--- config.mk ---
export PLATFORM = sky130hd
export DESIGN_NAME = ebc_ext_bus_ctrl
export DESIGN_NICKNAME = d
export VERILOG_FILES = /design/src/ebc_pkg.sv /design/src/ebc_ext_bus_ctrl.sv
export SDC_FILE = /design/constraint.sdc
export NUM_CORES = 1
export LEC_CHECK = 0
export BUFFER_PORTS_ARGS = -buffer_cell sky130_fd_sc_hd__buf_2
export CORE_ASPECT_RATIO = 0.75
export CORE_MARGIN = 4
export CORE_UTILIZATION = 25
export DETAILED_ROUTE_END_ITERATION = 8
export GPL_ROUTABILITY_DRIVEN = 0
export GPL_TIMING_DRIVEN = 0
export PLACE_DENSITY = 0.5
export SYNTH_ARGS = -nofsm -noshare
export SYNTH_HDL_FRONTEND = slang
export SYNTH_SLANG_ARGS = --single-unit
--- constraint.sdc ---
create_clock -name clk -period 8.7 [get_ports clk]
set_clock_uncertainty 0.15 [all_clocks]
set_input_delay 0.87 -clock clk [delete_from_list [all_inputs] [get_ports clk]]
set_output_delay 0.87 -clock clk [all_outputs]
set_load 0.02 [all_outputs]
--- src/ebc_pkg.sv ---
// Constants and types for the external bus channel decode and address output block
//
// Contract
// - Eight channels, each with its own control register affecting only that channel.
// - Global ack/ready mode bit: 0 dynamic (reset), 1 static, all channels.
// - Address-hold bit 1 (reset) holds pins one cycle after strobe rises.
// - Pins 14:13 at reset choose system clock divider: quarter, third, half, equal.
// - Pin 8 at reset enables channel 0 as boot channel.
// - Pins 7:6 at reset set channel 0 speed.
// - Data pin 5 at reset selects byte enables (0) or byte write enables (1).
// - Channel 0 wait bit 0 is inverted data pin 4 at reset.
// - Bus width 01 32-bit, 10 16-bit, 11 8-bit; channel 0 from data pins 1:0.
// - Select when masked address bits 35:20 equal masked base.
// - Size code 0 is 1 MB; each step doubles, up to 1 GB; rest reserved.
// - Upper eight address bits appear on pins 19:12 while the strobe is low.
// - Strobe on first access after reset, then only when upper address changes.
// - Small channels never strobe upper address after the first access.
// - Wide accesses split into cycles starting at the lowest address.
// - 32-bit mode: lower pins carry bits 21:2, upper carries 29:22.
// - 32-bit: up to word one cycle, doubleword two, burst beat two.
// - 16-bit mode: lower pins carry bits 20:1, upper carries 28:21.
// - 16-bit: byte/half one cycle, word two, doubleword four, burst four.
// - 8-bit mode: lower pins carry bits 19:0, upper carries 27:20.
// - 8-bit: byte one, half two, word four, doubleword eight, burst eight.
package ebc_pkg;
    localparam int NUM_CH = 8;
    // Register byte offsets
    localparam logic [6:0] OFS_CH_STRIDE = 7'h08;
    localparam logic [6:0] OFS_CH_BASE = 7'h04;
    localparam logic [6:0] OFS_CFG = 7'h40;
    localparam logic [6:0] OFS_STAT = 7'h44;
    // Channel control word fields
    localparam int F_EN = 0;
    localparam int F_SPD = 1;
    localparam int F_BLM = 3;
    localparam int F_WT = 4;
    localparam int F_BW = 10;
    localparam int F_SZ = 12;
    // Chip config fields
    localparam int F_ARM = 0;
    localparam int F_HOLD = 1;
    localparam int F_DIV = 2;
    // Strap pin positions
    localparam int P_DIV = 13;
    localparam int P_EN0 = 8;
    localparam int P_SPD0 = 6;
    localparam int P_BLM0 = 5;
    localparam int P_WT0 = 4;
    localparam int P_BW0 = 0;
    // Encodings
    localparam logic [1:0] BW_32 = 2'h1;
    localparam logic [1:0] BW_16 = 2'h2;
    localparam logic [1:0] BW_8 = 2'h3;
    localparam logic [3:0] SZ_MAX = 4'hA;
    localparam logic [1:0] SZ_DWORD = 2'h3;
    localparam logic [1:0] RESP_OK = 2'h0;
    localparam logic [1:0] RESP_SLVERR = 2'h2;
    localparam logic [15:0] CH_LO_RST = 16'h0000;
    localparam logic [11:0] LOW_ZERO = 12'h000;

    typedef enum logic [4:0] {
        ST_IDLE = 5'h01,
        ST_ADDR = 5'h02,
        ST_UPPER = 5'h04,
        ST_HOLD = 5'h08,
        ST_CYCLE = 5'h10
    } ebc_state_t;
endpackage

--- src/ebc_ext_bus_ctrl.sv ---
// External bus controller: channel decode, boot straps, upper/lower address output
`timescale 1ns/100ps
`default_nettype none
module ebc_ext_bus_ctrl
    import ebc_pkg::*;
(
    // Clock and reset
    input wire logic clk,
    input wire logic resetn,
    // AXI4-Lite slave
    input wire logic [6:0] awaddr,
    input wire logic awvalid,
    output logic awready,
    input wire logic [31:0] wdata,
    input wire logic [3:0] wstrb,
    input wire logic wvalid,
    output logic wready,
    output logic [1:0] bresp,
    output logic bvalid,
    input wire logic bready,
    input wire logic [6:0] araddr,
    input wire logic arvalid,
    output logic arready,
    output logic [31:0] rdata,
    output logic [1:0] rresp,
    output logic rvalid,
    input wire logic rready,
    // Boot strap pins, sampled while resetn is low
    input wire logic [19:0] strapAddr,
    input wire logic [5:0] strapData,
    // Internal bus access request
    input wire logic reqValid,
    output logic reqReady,
    input wire logic [35:0] reqAddr,
    input wire logic [1:0] reqSize,
    input wire logic reqBurst,
    output logic reqDone,
    output logic reqHit,
    // External address side
    output logic [19:0] extAddr,
    output logic upperAddrStrobeN,
    output logic extCycle,
    output logic [2:0] extChan,
    output logic [1:0] extBusWidth,
    output logic [1:0] extSpeed,
    output logic extByteWriteMode,
    output logic [5:0] extWaitCount,
    output logic ackReadyPinMode,
    output logic systemClockTick
);
    typedef struct packed {
        logic [NUM_CH-1:0][15:0] chLo;
        logic [NUM_CH-1:0][15:0] chBase;
        logic ack_ready_pin_mode;
        logic addrHold;
        logic [1:0] sysDiv;
        logic [1:0] divCnt;
        logic sysTick;
        logic awHave;
        logic [6:0] awAddr;
        logic wHave;
        logic [31:0] wData;
        logic [3:0] wStrb;
        logic bValid;
        logic [1:0] bResp;
        logic rValid;
        logic [31:0] rData;
        logic [1:0] rResp;
        ebc_state_t state;
        logic firstDone;
        logic [7:0] lastUpper;
        logic [35:0] curAddr;
        logic [3:0] cyclesLeft;
        logic [2:0] curChan;
        logic [1:0] widthLog;
        logic needUpper;
        logic [19:0] extAddr;
        logic strobeN;
        logic extCycle;
        logic reqDone;
        logic reqHit;
    } ebc_regs_t;

    ebc_regs_t r_q;
    ebc_regs_t r_d;

    // ------------------------------------------------------------
    // Channel decode
    // ------------------------------------------------------------
    logic [NUM_CH-1:0] chHit;
    genvar gi;
    generate
        for (gi = 0; gi < NUM_CH; gi++) begin : g_dec
            logic [3:0] sz;
            logic [15:0] mask;
            assign sz = r_q.chLo[gi][F_SZ +: 4];
            // Size code n gives n low mask ones
            assign mask = 16'(~(16'hFFFF << sz));
            assign chHit[gi] = r_q.chLo[gi][F_EN] && (sz <= SZ_MAX)
                && ((reqAddr[35:20] & ~mask) == (r_q.chBase[gi] & ~mask));
        end
    endgenerate

    // Lowest hit wins; overlapping windows are the software's problem
    logic [2:0] hitIdx;
    always_comb begin
        hitIdx = 3'h0;
        for (int i = NUM_CH - 1; i >= 0; i--) begin
            if (chHit[i]) begin
                hitIdx = 3'(i);
            end
        end
    end

    // Width code to log2 of bytes per external cycle
    function automatic logic [1:0] width_log(input logic [1:0] bw);
        case (bw)
            BW_16: width_log = 2'h1;
            BW_8: width_log = 2'h0;
            default: width_log = 2'h2;
        endcase
    endfunction

    // Upper address and lower address for the current width
    function automatic logic [7:0] upper_of(input logic [35:0] a, input logic [1:0] wl);
        case (wl)
            2'h2: upper_of = a[29:22];
            2'h1: upper_of = a[28:21];
            default: upper_of = a[27:20];
        endcase
    endfunction

    function automatic logic [19:0] lower_of(input logic [35:0] a, input logic [1:0] wl);
        case (wl)
            2'h2: lower_of = a[21:2];
            2'h1: lower_of = a[20:1];
            default: lower_of = a[19:0];
        endcase
    endfunction

    // ------------------------------------------------------------
    // Next state
    // ------------------------------------------------------------
    logic [15:0] selLo;
    logic [1:0] reqWl;
    logic [1:0] spanLog;
    logic [1:0] shiftCnt;
    logic [7:0] curUpper;
    logic [31:0] rdVal;
    logic rdOk;
    logic [2:0] rdCh;
    logic [2:0] wrCh;
    logic [15:0] wrLo;
    logic [15:0] wrHi;

    always_comb begin
        r_d = r_q;
        selLo = r_q.chLo[hitIdx];
        reqWl = width_log(selLo[F_BW +: 2]);
        spanLog = reqBurst ? SZ_DWORD : reqSize;
        shiftCnt = (spanLog > reqWl) ? 2'(spanLog - reqWl) : 2'h0;
        curUpper = upper_of(r_q.curAddr, r_q.widthLog);
        r_d.reqDone = 1'b0;
        r_d.extCycle = 1'b0;

        // System clock output tick divider
        r_d.sysTick = 1'b0;
        if (r_q.divCnt == 2'h0) begin
            r_d.sysTick = 1'b1;
            r_d.divCnt = 2'(~r_q.sysDiv);
        end else begin
            r_d.divCnt = 2'(r_q.divCnt - 2'h1);
        end

        // Register writes; address and data may arrive in either order
        if (awvalid && !r_q.awHave && !r_q.bValid) begin
            r_d.awHave = 1'b1;
            r_d.awAddr = awaddr;
        end
        if (wvalid && !r_q.wHave && !r_q.bValid) begin
            r_d.wHave = 1'b1;
            r_d.wData = wdata;
            r_d.wStrb = wstrb;
        end
        wrCh = r_q.awAddr[5:3];
        wrLo = r_q.chLo[wrCh];
        wrHi = r_q.chBase[wrCh];
        for (int b = 0; b < 2; b++) begin
            if (r_q.wStrb[b]) begin
                wrLo[b*8 +: 8] = r_q.wData[b*8 +: 8];
                wrHi[b*8 +: 8] = r_q.wData[b*8 +: 8];
            end
        end
        if (r_q.awHave && r_q.wHave) begin
            r_d.awHave = 1'b0;
            r_d.wHave = 1'b0;
            r_d.bValid = 1'b1;
            r_d.bResp = RESP_OK;
            if (r_q.awAddr < OFS_CFG) begin
                if ((r_q.awAddr & OFS_CH_BASE) != 7'h00) begin
                    r_d.chBase[wrCh] = wrHi;
                end else begin
                    r_d.chLo[wrCh] = wrLo;
                end
            end else if (r_q.awAddr[6:2] == OFS_CFG[6:2]) begin
                if (r_q.wStrb[0]) begin
                    r_d.ack_ready_pin_mode = r_q.wData[F_ARM];
                    r_d.addrHold = r_q.wData[F_HOLD];
                end
            end else if (r_q.awAddr[6:2] != OFS_STAT[6:2]) begin
                r_d.bResp = RESP_SLVERR;
            end
        end else if (r_q.bValid && bready) begin
            r_d.bValid = 1'b0;
        end

        // Register reads
        rdCh = araddr[5:3];
        rdOk = 1'b1;
        rdVal = 32'h0000_0000;
        if (araddr < OFS_CFG) begin
            if ((araddr & OFS_CH_BASE) != 7'h00) begin
                rdVal[15:0] = r_q.chBase[rdCh];
            end else begin
                rdVal[15:0] = r_q.chLo[rdCh];
            end
        end else if (araddr[6:2] == OFS_CFG[6:2]) begin
            rdVal[F_ARM] = r_q.ack_ready_pin_mode;
            rdVal[F_HOLD] = r_q.addrHold;
            rdVal[F_DIV +: 2] = r_q.sysDiv;
        end else if (araddr[6:2] == OFS_STAT[6:2]) begin
            rdVal[7:0] = r_q.lastUpper;
            rdVal[8] = r_q.firstDone;
            rdVal[11:9] = r_q.curChan;
            rdVal[12] = (r_q.state != ST_IDLE);
        end else begin
            rdOk = 1'b0;
        end
        if (arvalid && !r_q.rValid) begin
            r_d.rValid = 1'b1;
            r_d.rData = rdVal;
            r_d.rResp = rdOk ? RESP_OK : RESP_SLVERR;
        end else if (r_q.rValid && rready) begin
            r_d.rValid = 1'b0;
        end

        // ------------------------------------------------------------
        // External access sequencer
        // ------------------------------------------------------------
        case (r_q.state)
            ST_IDLE: begin
                if (reqValid) begin
                    if (chHit == '0) begin
                        r_d.reqDone = 1'b1;
                        r_d.reqHit = 1'b0;
                    end else begin
                        r_d.curAddr = reqAddr;
                        r_d.curChan = hitIdx;
                        r_d.widthLog = reqWl;
                        r_d.cyclesLeft = 4'(4'h1 << shiftCnt);
                        // Channel too large for the lower pins alone needs the upper latch
                        r_d.needUpper = (selLo[F_SZ +: 4] > {2'h0, reqWl});
                        r_d.state = ST_ADDR;
                    end
                end
            end
            ST_ADDR: begin
                if (!r_q.firstDone || (r_q.needUpper && curUpper != r_q.lastUpper)) begin
                    r_d.extAddr = {curUpper, LOW_ZERO};
                    r_d.strobeN = 1'b0;
                    r_d.lastUpper = curUpper;
                    r_d.firstDone = 1'b1;
                    r_d.state = ST_UPPER;
                end else begin
                    r_d.extAddr = lower_of(r_q.curAddr, r_q.widthLog);
                    r_d.extCycle = 1'b1;
                    r_d.state = ST_CYCLE;
                end
            end
            ST_UPPER: begin
                r_d.strobeN = 1'b1;
                if (r_q.addrHold) begin
                    r_d.state = ST_HOLD;
                end else begin
                    r_d.extAddr = lower_of(r_q.curAddr, r_q.widthLog);
                    r_d.extCycle = 1'b1;
                    r_d.state = ST_CYCLE;
                end
            end
            ST_HOLD: begin
                r_d.extAddr = lower_of(r_q.curAddr, r_q.widthLog);
                r_d.extCycle = 1'b1;
                r_d.state = ST_CYCLE;
            end
            ST_CYCLE: begin
                r_d.cyclesLeft = 4'(r_q.cyclesLeft - 4'h1);
                // Lowest address first, step by one bus width
                r_d.curAddr = 36'(r_q.curAddr + (36'h1 << r_q.widthLog));
                if (r_q.cyclesLeft == 4'h1) begin
                    r_d.reqDone = 1'b1;
                    r_d.reqHit = 1'b1;
                    r_d.state = ST_IDLE;
                end else begin
                    r_d.state = ST_ADDR;
                end
            end
            default: r_d.state = ST_IDLE;
        endcase

        // Synchronous reset also catches the boot straps
        if (!resetn) begin
            r_d = '0;
            for (int c = 0; c < NUM_CH; c++) begin
                r_d.chLo[c] = CH_LO_RST;
            end
            r_d.chLo[0][F_EN] = strapAddr[P_EN0];
            r_d.chLo[0][F_SPD +: 2] = strapAddr[P_SPD0 +: 2];
            r_d.chLo[0][F_BLM] = strapData[P_BLM0];
            r_d.chLo[0][F_WT] = ~strapData[P_WT0];
            r_d.chLo[0][F_BW +: 2] = strapData[P_BW0 +: 2];
            r_d.sysDiv = strapAddr[P_DIV +: 2];
            r_d.ack_ready_pin_mode = 1'b0;
            r_d.addrHold = 1'b1;
            r_d.strobeN = 1'b1;
            r_d.state = ST_IDLE;
        end
    end

    always_ff @(posedge clk) begin
        r_q <= r_d;
    end

    // ------------------------------------------------------------
    // Outputs
    // ------------------------------------------------------------
    assign awready = !r_q.awHave && !r_q.bValid;
    assign wready = !r_q.wHave && !r_q.bValid;
    assign bvalid = r_q.bValid;
    assign bresp = r_q.bResp;
    assign arready = !r_q.rValid;
    assign rvalid = r_q.rValid;
    assign rdata = r_q.rData;
    assign rresp = r_q.rResp;
    assign reqReady = (r_q.state == ST_IDLE);
    assign reqDone = r_q.reqDone;
    assign reqHit = r_q.reqHit;
    assign extAddr = r_q.extAddr;
    assign upperAddrStrobeN = r_q.strobeN;
    assign extCycle = r_q.extCycle;
    assign extChan = r_q.curChan;
    assign extBusWidth = r_q.chLo[r_q.curChan][F_BW +: 2];
    assign extSpeed = r_q.chLo[r_q.curChan][F_SPD +: 2];
    assign extByteWriteMode = r_q.chLo[r_q.curChan][F_BLM];
    assign extWaitCount = r_q.chLo[r_q.curChan][F_WT +: 6];
    assign ackReadyPinMode = r_q.ack_ready_pin_mode;
    assign systemClockTick = r_q.sysTick;
endmodule
`default_nettype wire

**Yosys cells after proc, flatten, opt, wreduce, memory -nomap -nowiden**

Cells that the tools add are included.

- Register bits after elaboration: 414
- Bits of input ports: 123
- Output and inout bits: 82
- Word-level logic and storage cells: 290

- $add $sub $neg: 4
- Order comparisons: 17
- Eq/ne operators: 33
- Shift operators: 10
- Muxes and demuxes: 90
- Bitwise operators: 38
- Reduce and logical (&&, ||, !) cells: 53

Operators with widths:

| cell | number |
|---|---|
| 2-to-1 mux 314 bit | 1 |
| binary-select mux 16 bit (select 3 bit) | 6 |
| bitwise AND 16 bit | 16 |
| bitwise mux 128 bit | 2 |
| NOT 16 bit | 16 |
| 2-to-1 mux 142 bit | 1 |
| 2-to-1 mux 140 bit | 1 |
| equality test 16 bit | 8 |
| 2-to-1 mux 128 bit | 1 |
| << shifter 16 x 4 -> 16 bit, first input constant | 8 |
| 2-to-1 mux 16 bit | 7 |
| 2-to-1 mux 46 bit | 2 |
| case mux 40 bit (2 select lines) | 1 |
| case mux 20 bit (3 select lines) | 1 |
| demux 16 bit (select 3 bit) | 1 |
| 2-to-1 mux 20 bit | 2 |
| 2-to-1 mux 8 bit | 5 |
| case mux 20 bit (2 select lines) | 1 |
| 2-to-1 mux 37 bit | 1 |
| adder 36 bit | 1 |
| << shifter 1 x 2 -> 36 bit, first input constant | 1 |
| less-or-equal comparator 4 bit, second input constant | 8 |
| 2-to-1 mux 2 bit | 15 |
| logical AND 1 bit | 28 |
| 48 further kinds | 111 |

**Longest topological paths before layout**

- Word-level depth: 25
- Depth in mapped cells: 23

**Worst setup path before layout**

No wires, ideal clock.

- Path kind: input to register
- Start: input port reqAddr[34]
- End: register r_q[30] in the netlist's numbering
- Arrival: 4,506 ps
- Required time: 8,435 ps
- Slack: 3,929 ps
- Stages: 21
- Path through: buf_4 > xor2_1 > a21boi_0 > o21ai_0 > a2111o_1 > o211ai_1 > a22o_1 > a21o_1 > a21o_1 > a211oi_1 > o31ai_2 > and2_1 > ha_1 > inv_1 > fa_1 > inv_1 > o21ai_0 > nand2_1 > nand2_1 > o31ai_1 > o21a_1

- Cells in the longest elaborated chain, start to end: 21
- Elaborated cells on any way between the ends: 47

Ends and longest elaborated chain:

| what | RTL line | source |
|---|---|---|
| start: declaration | ebc_ext_bus_ctrl.sv:34 | `input wire logic [35:0] reqAddr,` |
| bitwise AND 16 bit | ebc_ext_bus_ctrl.sv:100 | `&& ((reqAddr[35:20] & ~mask) == (r_q.chBase[gi] & ~mask));` |
| equality test 16 bit | ebc_ext_bus_ctrl.sv:100 |  |
| logical AND 1 bit | ebc_ext_bus_ctrl.sv:100 |  |
| 2-to-1 mux 3 bit (7 in series) | ebc_ext_bus_ctrl.sv:109 | `if (chHit[i]) begin` |
| 2-to-1 mux 3 bit * | ebc_ext_bus_ctrl.sv:109 |  |
| binary-select mux 16 bit (select 3 bit) * | ebc_ext_bus_ctrl.sv:158 | `selLo = r_q.chLo[hitIdx];` |
| 2-to-1 mux 16 bit (implied by the code) * | ebc_ext_bus_ctrl.sv:158 |  |
| equality test 2 bit | ebc_ext_bus_ctrl.sv:117 | `case (bw)` |
| case mux 2 bit (2 select lines) * | ebc_ext_bus_ctrl.sv:117 |  |
| via reqWl[0] | ebc_ext_bus_ctrl.sv:145 | `logic [1:0] reqWl;` |
| subtractor 2 bit / greater-than comparator 2 bit (equally long branches) | ebc_ext_bus_ctrl.sv:161 | `shiftCnt = (spanLog > reqWl) ? 2'(spanLog - reqWl) : 2'h0;` |
| 2-to-1 mux 2 bit * | ebc_ext_bus_ctrl.sv:161 |  |
| << shifter 1 x 2 -> 4 bit * | ebc_ext_bus_ctrl.sv:260 | `r_d.cyclesLeft = 4'(4'h1 << shiftCnt);` |
| 2-to-1 mux 46 bit * | ebc_ext_bus_ctrl.sv:253 | `if (chHit == '0) begin` |
| 2-to-1 mux 46 bit * | ebc_ext_bus_ctrl.sv:252 | `if (reqValid) begin` |
| case mux 40 bit (2 select lines) * | ebc_ext_bus_ctrl.sv:250 | `case (r_q.state)` |
| end signal: assignment | ebc_ext_bus_ctrl.sv:330 | `r_q <= r_d;` |
| end: declaration | ebc_ext_bus_ctrl.sv:84 | `ebc_regs_t r_q;` |

Mark *: on every way through the listed nets, which the timed path passes. The rest lies on a longest branch. The select of a mux whose other input is x is not followed.
A chain may end at the register's enable or synchronous reset.

**Worst setup path after layout**

- Start: register r_q, in the netlist g_dec[1].sz[1]
- End: register r_q[30] in the netlist's numbering

- Cells in the longest elaborated chain, start to end: 18
- Elaborated cells on any way between the ends: 26

Ends and longest elaborated chain:

| what | RTL line | source |
|---|---|---|
| << shifter 16 x 4 -> 16 bit | ebc_ext_bus_ctrl.sv:98 | `assign mask = 16'(~(16'hFFFF << sz));` |
| NOT 16 bit | ebc_ext_bus_ctrl.sv:98 |  |
| NOT 16 bit | ebc_ext_bus_ctrl.sv:100 |  |
| bitwise AND 16 bit | ebc_ext_bus_ctrl.sv:100 |  |
| equality test 16 bit | ebc_ext_bus_ctrl.sv:100 |  |
| logical AND 1 bit * | ebc_ext_bus_ctrl.sv:100 |  |
| 2-to-1 mux 3 bit * (2 in series) | ebc_ext_bus_ctrl.sv:109 |  |
| binary-select mux 16 bit (select 3 bit) * | ebc_ext_bus_ctrl.sv:158 |  |
| [2 not listed] | n/a |  |
| case mux 2 bit (2 select lines) * | ebc_ext_bus_ctrl.sv:117 |  |
| via reqWl[0] | ebc_ext_bus_ctrl.sv:145 |  |
| subtractor 2 bit / greater-than comparator 2 bit (equally long branches) | ebc_ext_bus_ctrl.sv:161 |  |
| 2-to-1 mux 2 bit * | ebc_ext_bus_ctrl.sv:161 |  |
| << shifter 1 x 2 -> 4 bit * | ebc_ext_bus_ctrl.sv:260 |  |
| 2-to-1 mux 46 bit * | ebc_ext_bus_ctrl.sv:253 |  |
| 2-to-1 mux 46 bit * | ebc_ext_bus_ctrl.sv:252 |  |
| case mux 40 bit (2 select lines) * | ebc_ext_bus_ctrl.sv:250 |  |

Marks and branches as above.

==> flow_metrics.tcl <==
set metrics [dict create \
    layout_worst_path_cycle_share 0.715 \
    worstMarginPinSlew_ns 1.50 \
    wirelength_mm 122 \
    grt_pass1_wl_mm 169 \
    total_power_mw 4.40 \
    die_x_um 360 \
    numCtsBuffers 43 \
    rsz0062_at_grt "false" \
    synth_seq_cells 386 \
    dp_cells 4216 \
    layout_setup_ws_ns 2.48 \
    post-cts-setup-buffers 0 \
    worst_hold_slack_ns 0.299 \
    ant_nets 0 \
    async_reset_ff_frac 0 \
    synthTopCellsByArea "dfxtp_1 (32%), mux4_2 (11%), nand2_1 (10%)" \
    clock-root-buffer "clkbuf_16" \
    maxCapViolCount 2 \
    slowest_delay_ns 1.09 \
    die_h_um 272 \
    cts_buffer_depth 3 \
    layout.nets 3175 \
    setup_viol 0 \
    initial_core_util 0.253 \
    path_clk_slew_ns 0.08 \
    crit_path_max_fanout 10 \
    cp.arrival_ns 6.56 \
    area_delta_synth_final_pct 16.5 \
    ys.flop_type "dfxtp_1" \
    synthesis.instances 2845 \
    instances_no_fill 4298 \
    status "complete, but fails checks" \
    path_class "reg -> reg" \
    hpwl_mm 94.2 \
    synth_edf_count 9 \
    min_path_cells 1 \
    dp_worst_setup_slack_ns 2.71 \
    dieArea_sq_um 97900 \
    violations "max-capacitance violations, max-slew violations" \
    vias 24800 \
    syn_avg_cell_area_sq_um 8.17 \
    synth.cell_area_sq_um 23200 \
    cts-htree-levels 2 \
    ctsHoldBuffers 0 \
    io_pins 205 \
    grt_usage 0.237 \
    viasPerCell 5.78 \
    portBuffers 127 \
    cellPowerDensity_nw_per_um2 163 \
    setup_tns_ns 0 \
    antenna_found_initial 6 \
    grt_pass1_vias 22300 \
    synth.top_cells.by_count "nand2_1 (630), a21oi_1 (403), dfxtp_1 (377)" \
    p_leak_nw 9.28 \
    yosysTopAreaCell "dfxtp_1" \
    slew_headroom -0.00497 \
    clock_sinks 386 \
    drcViolationCount 0 \
    synth.top_cell.area_share 0.325 \
    fmax_mhz 161 \
    synth_cell_type_count 89 \
    cp_cell_sequence "clkbuf_1, o21ai_0, a211oi_1, o2111ai_2, nand2b_4, a21o_1, clkinv_1, o31ai_2, and2_1, ha_1, inv_1, fa_1, inv_1, o21ai_0, nand2_1, nand2_1, o31ai_1, o21a_1" \
    hold_viol 0 \
    ff2ff_path_depth 18 \
    ir_drop_mv 0.131 \
    min_period_ns 6.22 \
    layout-drive-gt1-share 0.151 \
    coreArea_sq_um 91800 \
    ctsResizeCount 0 \
    first_pass_iters 7 \
    detail_route.wl_per_cell_um 28.4 \
    rows 96 \
    grt.overflow.total 0 \
    critPathSlowestCell "a211oi_1" \
    worstPathRequired_ns 9.04 \
    clkLatencyLatePin_ns 0.60 \
    cts_tree "yes" \
    cp-start-kind "flop" \
    drt_iter0_markers 4355 \
    hold_path.class "in -> reg" \
    yosysMostFrequentCell "nand2_1" \
    grt_max_degree 14 \
    cp-end-kind "flop" \
    synth.yosys.seq_area_share 0.337 \
    yosysWarnings 0 \
    slew_viol_final 9 \
]
-- worst paths after layout --
check	start	end	slack [ns]
worst max-delay path	g_dec[1].sz[1]	r_q[30]	2.48
worst min-delay path	strapAddr[14]	r_q[171]	0.30
worst max register to register	g_dec[1].sz[1]	r_q[30]	2.48
worst min register to register	r_q[131]	r_q[131]	0.31
-- critical path: cells and delay by family (launching register included) --
kind                       cells  cell delay [ns]
AOI/OAI and AO/OA              8             3.09
adders and majority gates      2             0.71
buffers and inverters          4             1.11
DFF                            1             0.36
and+or+nand+nor                4             0.68
-- cell type report --
type,count,area (sq um)
Sequential cell,386,7820
Timing Repair Buffer,129,658
Multi-Input combinational cell,2160,14000
Antenna cell,4,10.0
Clock inverter,12,231
Inverter,27,101
Fill cell,10000,64700
Tap cell,1225,1530
Buffer,289,1370
Clock buffer,66,1320
-- cells by family (layout without fill, tap and decap cells) --
logic type / after synthesis / count (layout) / share of synthesized area
compound gates: 763 / 763 / 0.203
buf+inv: 316 / 523 / 0.0634
simple gates: 1015 / 1015 / 0.185
other cells: 1 / 22 / 0.000161
mux: 206 / 206 / 0.149
flops: 386 / 386 / 0.337
fa+ha+maj: 16 / 16 / 0.00926
xor+xnor: 142 / 142 / 0.0535
-- state kept, by name, indices dropped and copies added (netlist names) --
| signal | flops |
|---|---|
| g_dec.sz | 32 |
| rresp | 1 |
| upperAddrStrobeN | 1 |
| reqDone | 1 |
| systemClockTick | 1 |
| bresp | 1 |
| extAddr | 20 |
| reqHit | 1 |
| bvalid | 1 |
| extChan | 3 |
| extCycle | 1 |
| r_q | 305 |
| rvalid | 1 |
| rdata | 16 |
| ackReadyPinMode | 1 |
-- layer usage --
layer | global-route usage | wire length [um] | up-vias | part of all wire
met1 | 0.339 | 52200 | 12000 | 0.43
met4 | 0.0675 | 4180 | 6 | 0.034
li1 | - | - | 10400 | -
met5 | 0.00980 | 142 | - | 0.0012
met3 | 0.113 | 20300 | 310 | 0.17
met2 | 0.308 | 45300 | 2026 | 0.37
-- placed cells by master, fill, tap and decap left out, drive strengths merged, types with 12 or more instances in the layout --
| master | instances |
|---|---|
| inv | 26 |
| and2 | 17 |
| clkbuf | 245 |
| mux4 | 109 |
| a22oi | 68 |
| nor2b | 25 |
| nor2 | 191 |
| dfxtp | 377 |
| a31oi | 22 |
| nor4 | 14 |
| a21oi | 404 |
| nand2b | 12 |
| xor2 | 73 |
| a22o | 35 |
| xnor2 | 69 |
| mux2 | 36 |
| o21ai | 67 |
| a211oi | 40 |
| nand3 | 26 |
| buf | 239 |
| ha | 14 |
| mux2i | 61 |
| conb | 18 |
| nand2 | 630 |
| a221oi | 37 |
| and3 | 14 |
| nor3 | 40 |
-- report_power, final --
group | internal [mW] | total (mW) | switching [mW]
sequential | 1.79 | 1.81 | 0.0198
clock | 1.22 | 2.06 | 0.836
combinational | 0.135 | 0.531 | 0.396
total | 3.15 | 4.40 | 1.25
-- stage by stage --
step,util,area [sq um]
5_1_grt,0.295,27100
3_5_place_dp,0.278,25500
3_3_place_gp,0.277,25500
6_report,0.295,27100
4_1_cts,0.295,27100
2_1_floorplan,-,23300
No activity file was read; power rests on OpenSTA's default activity.
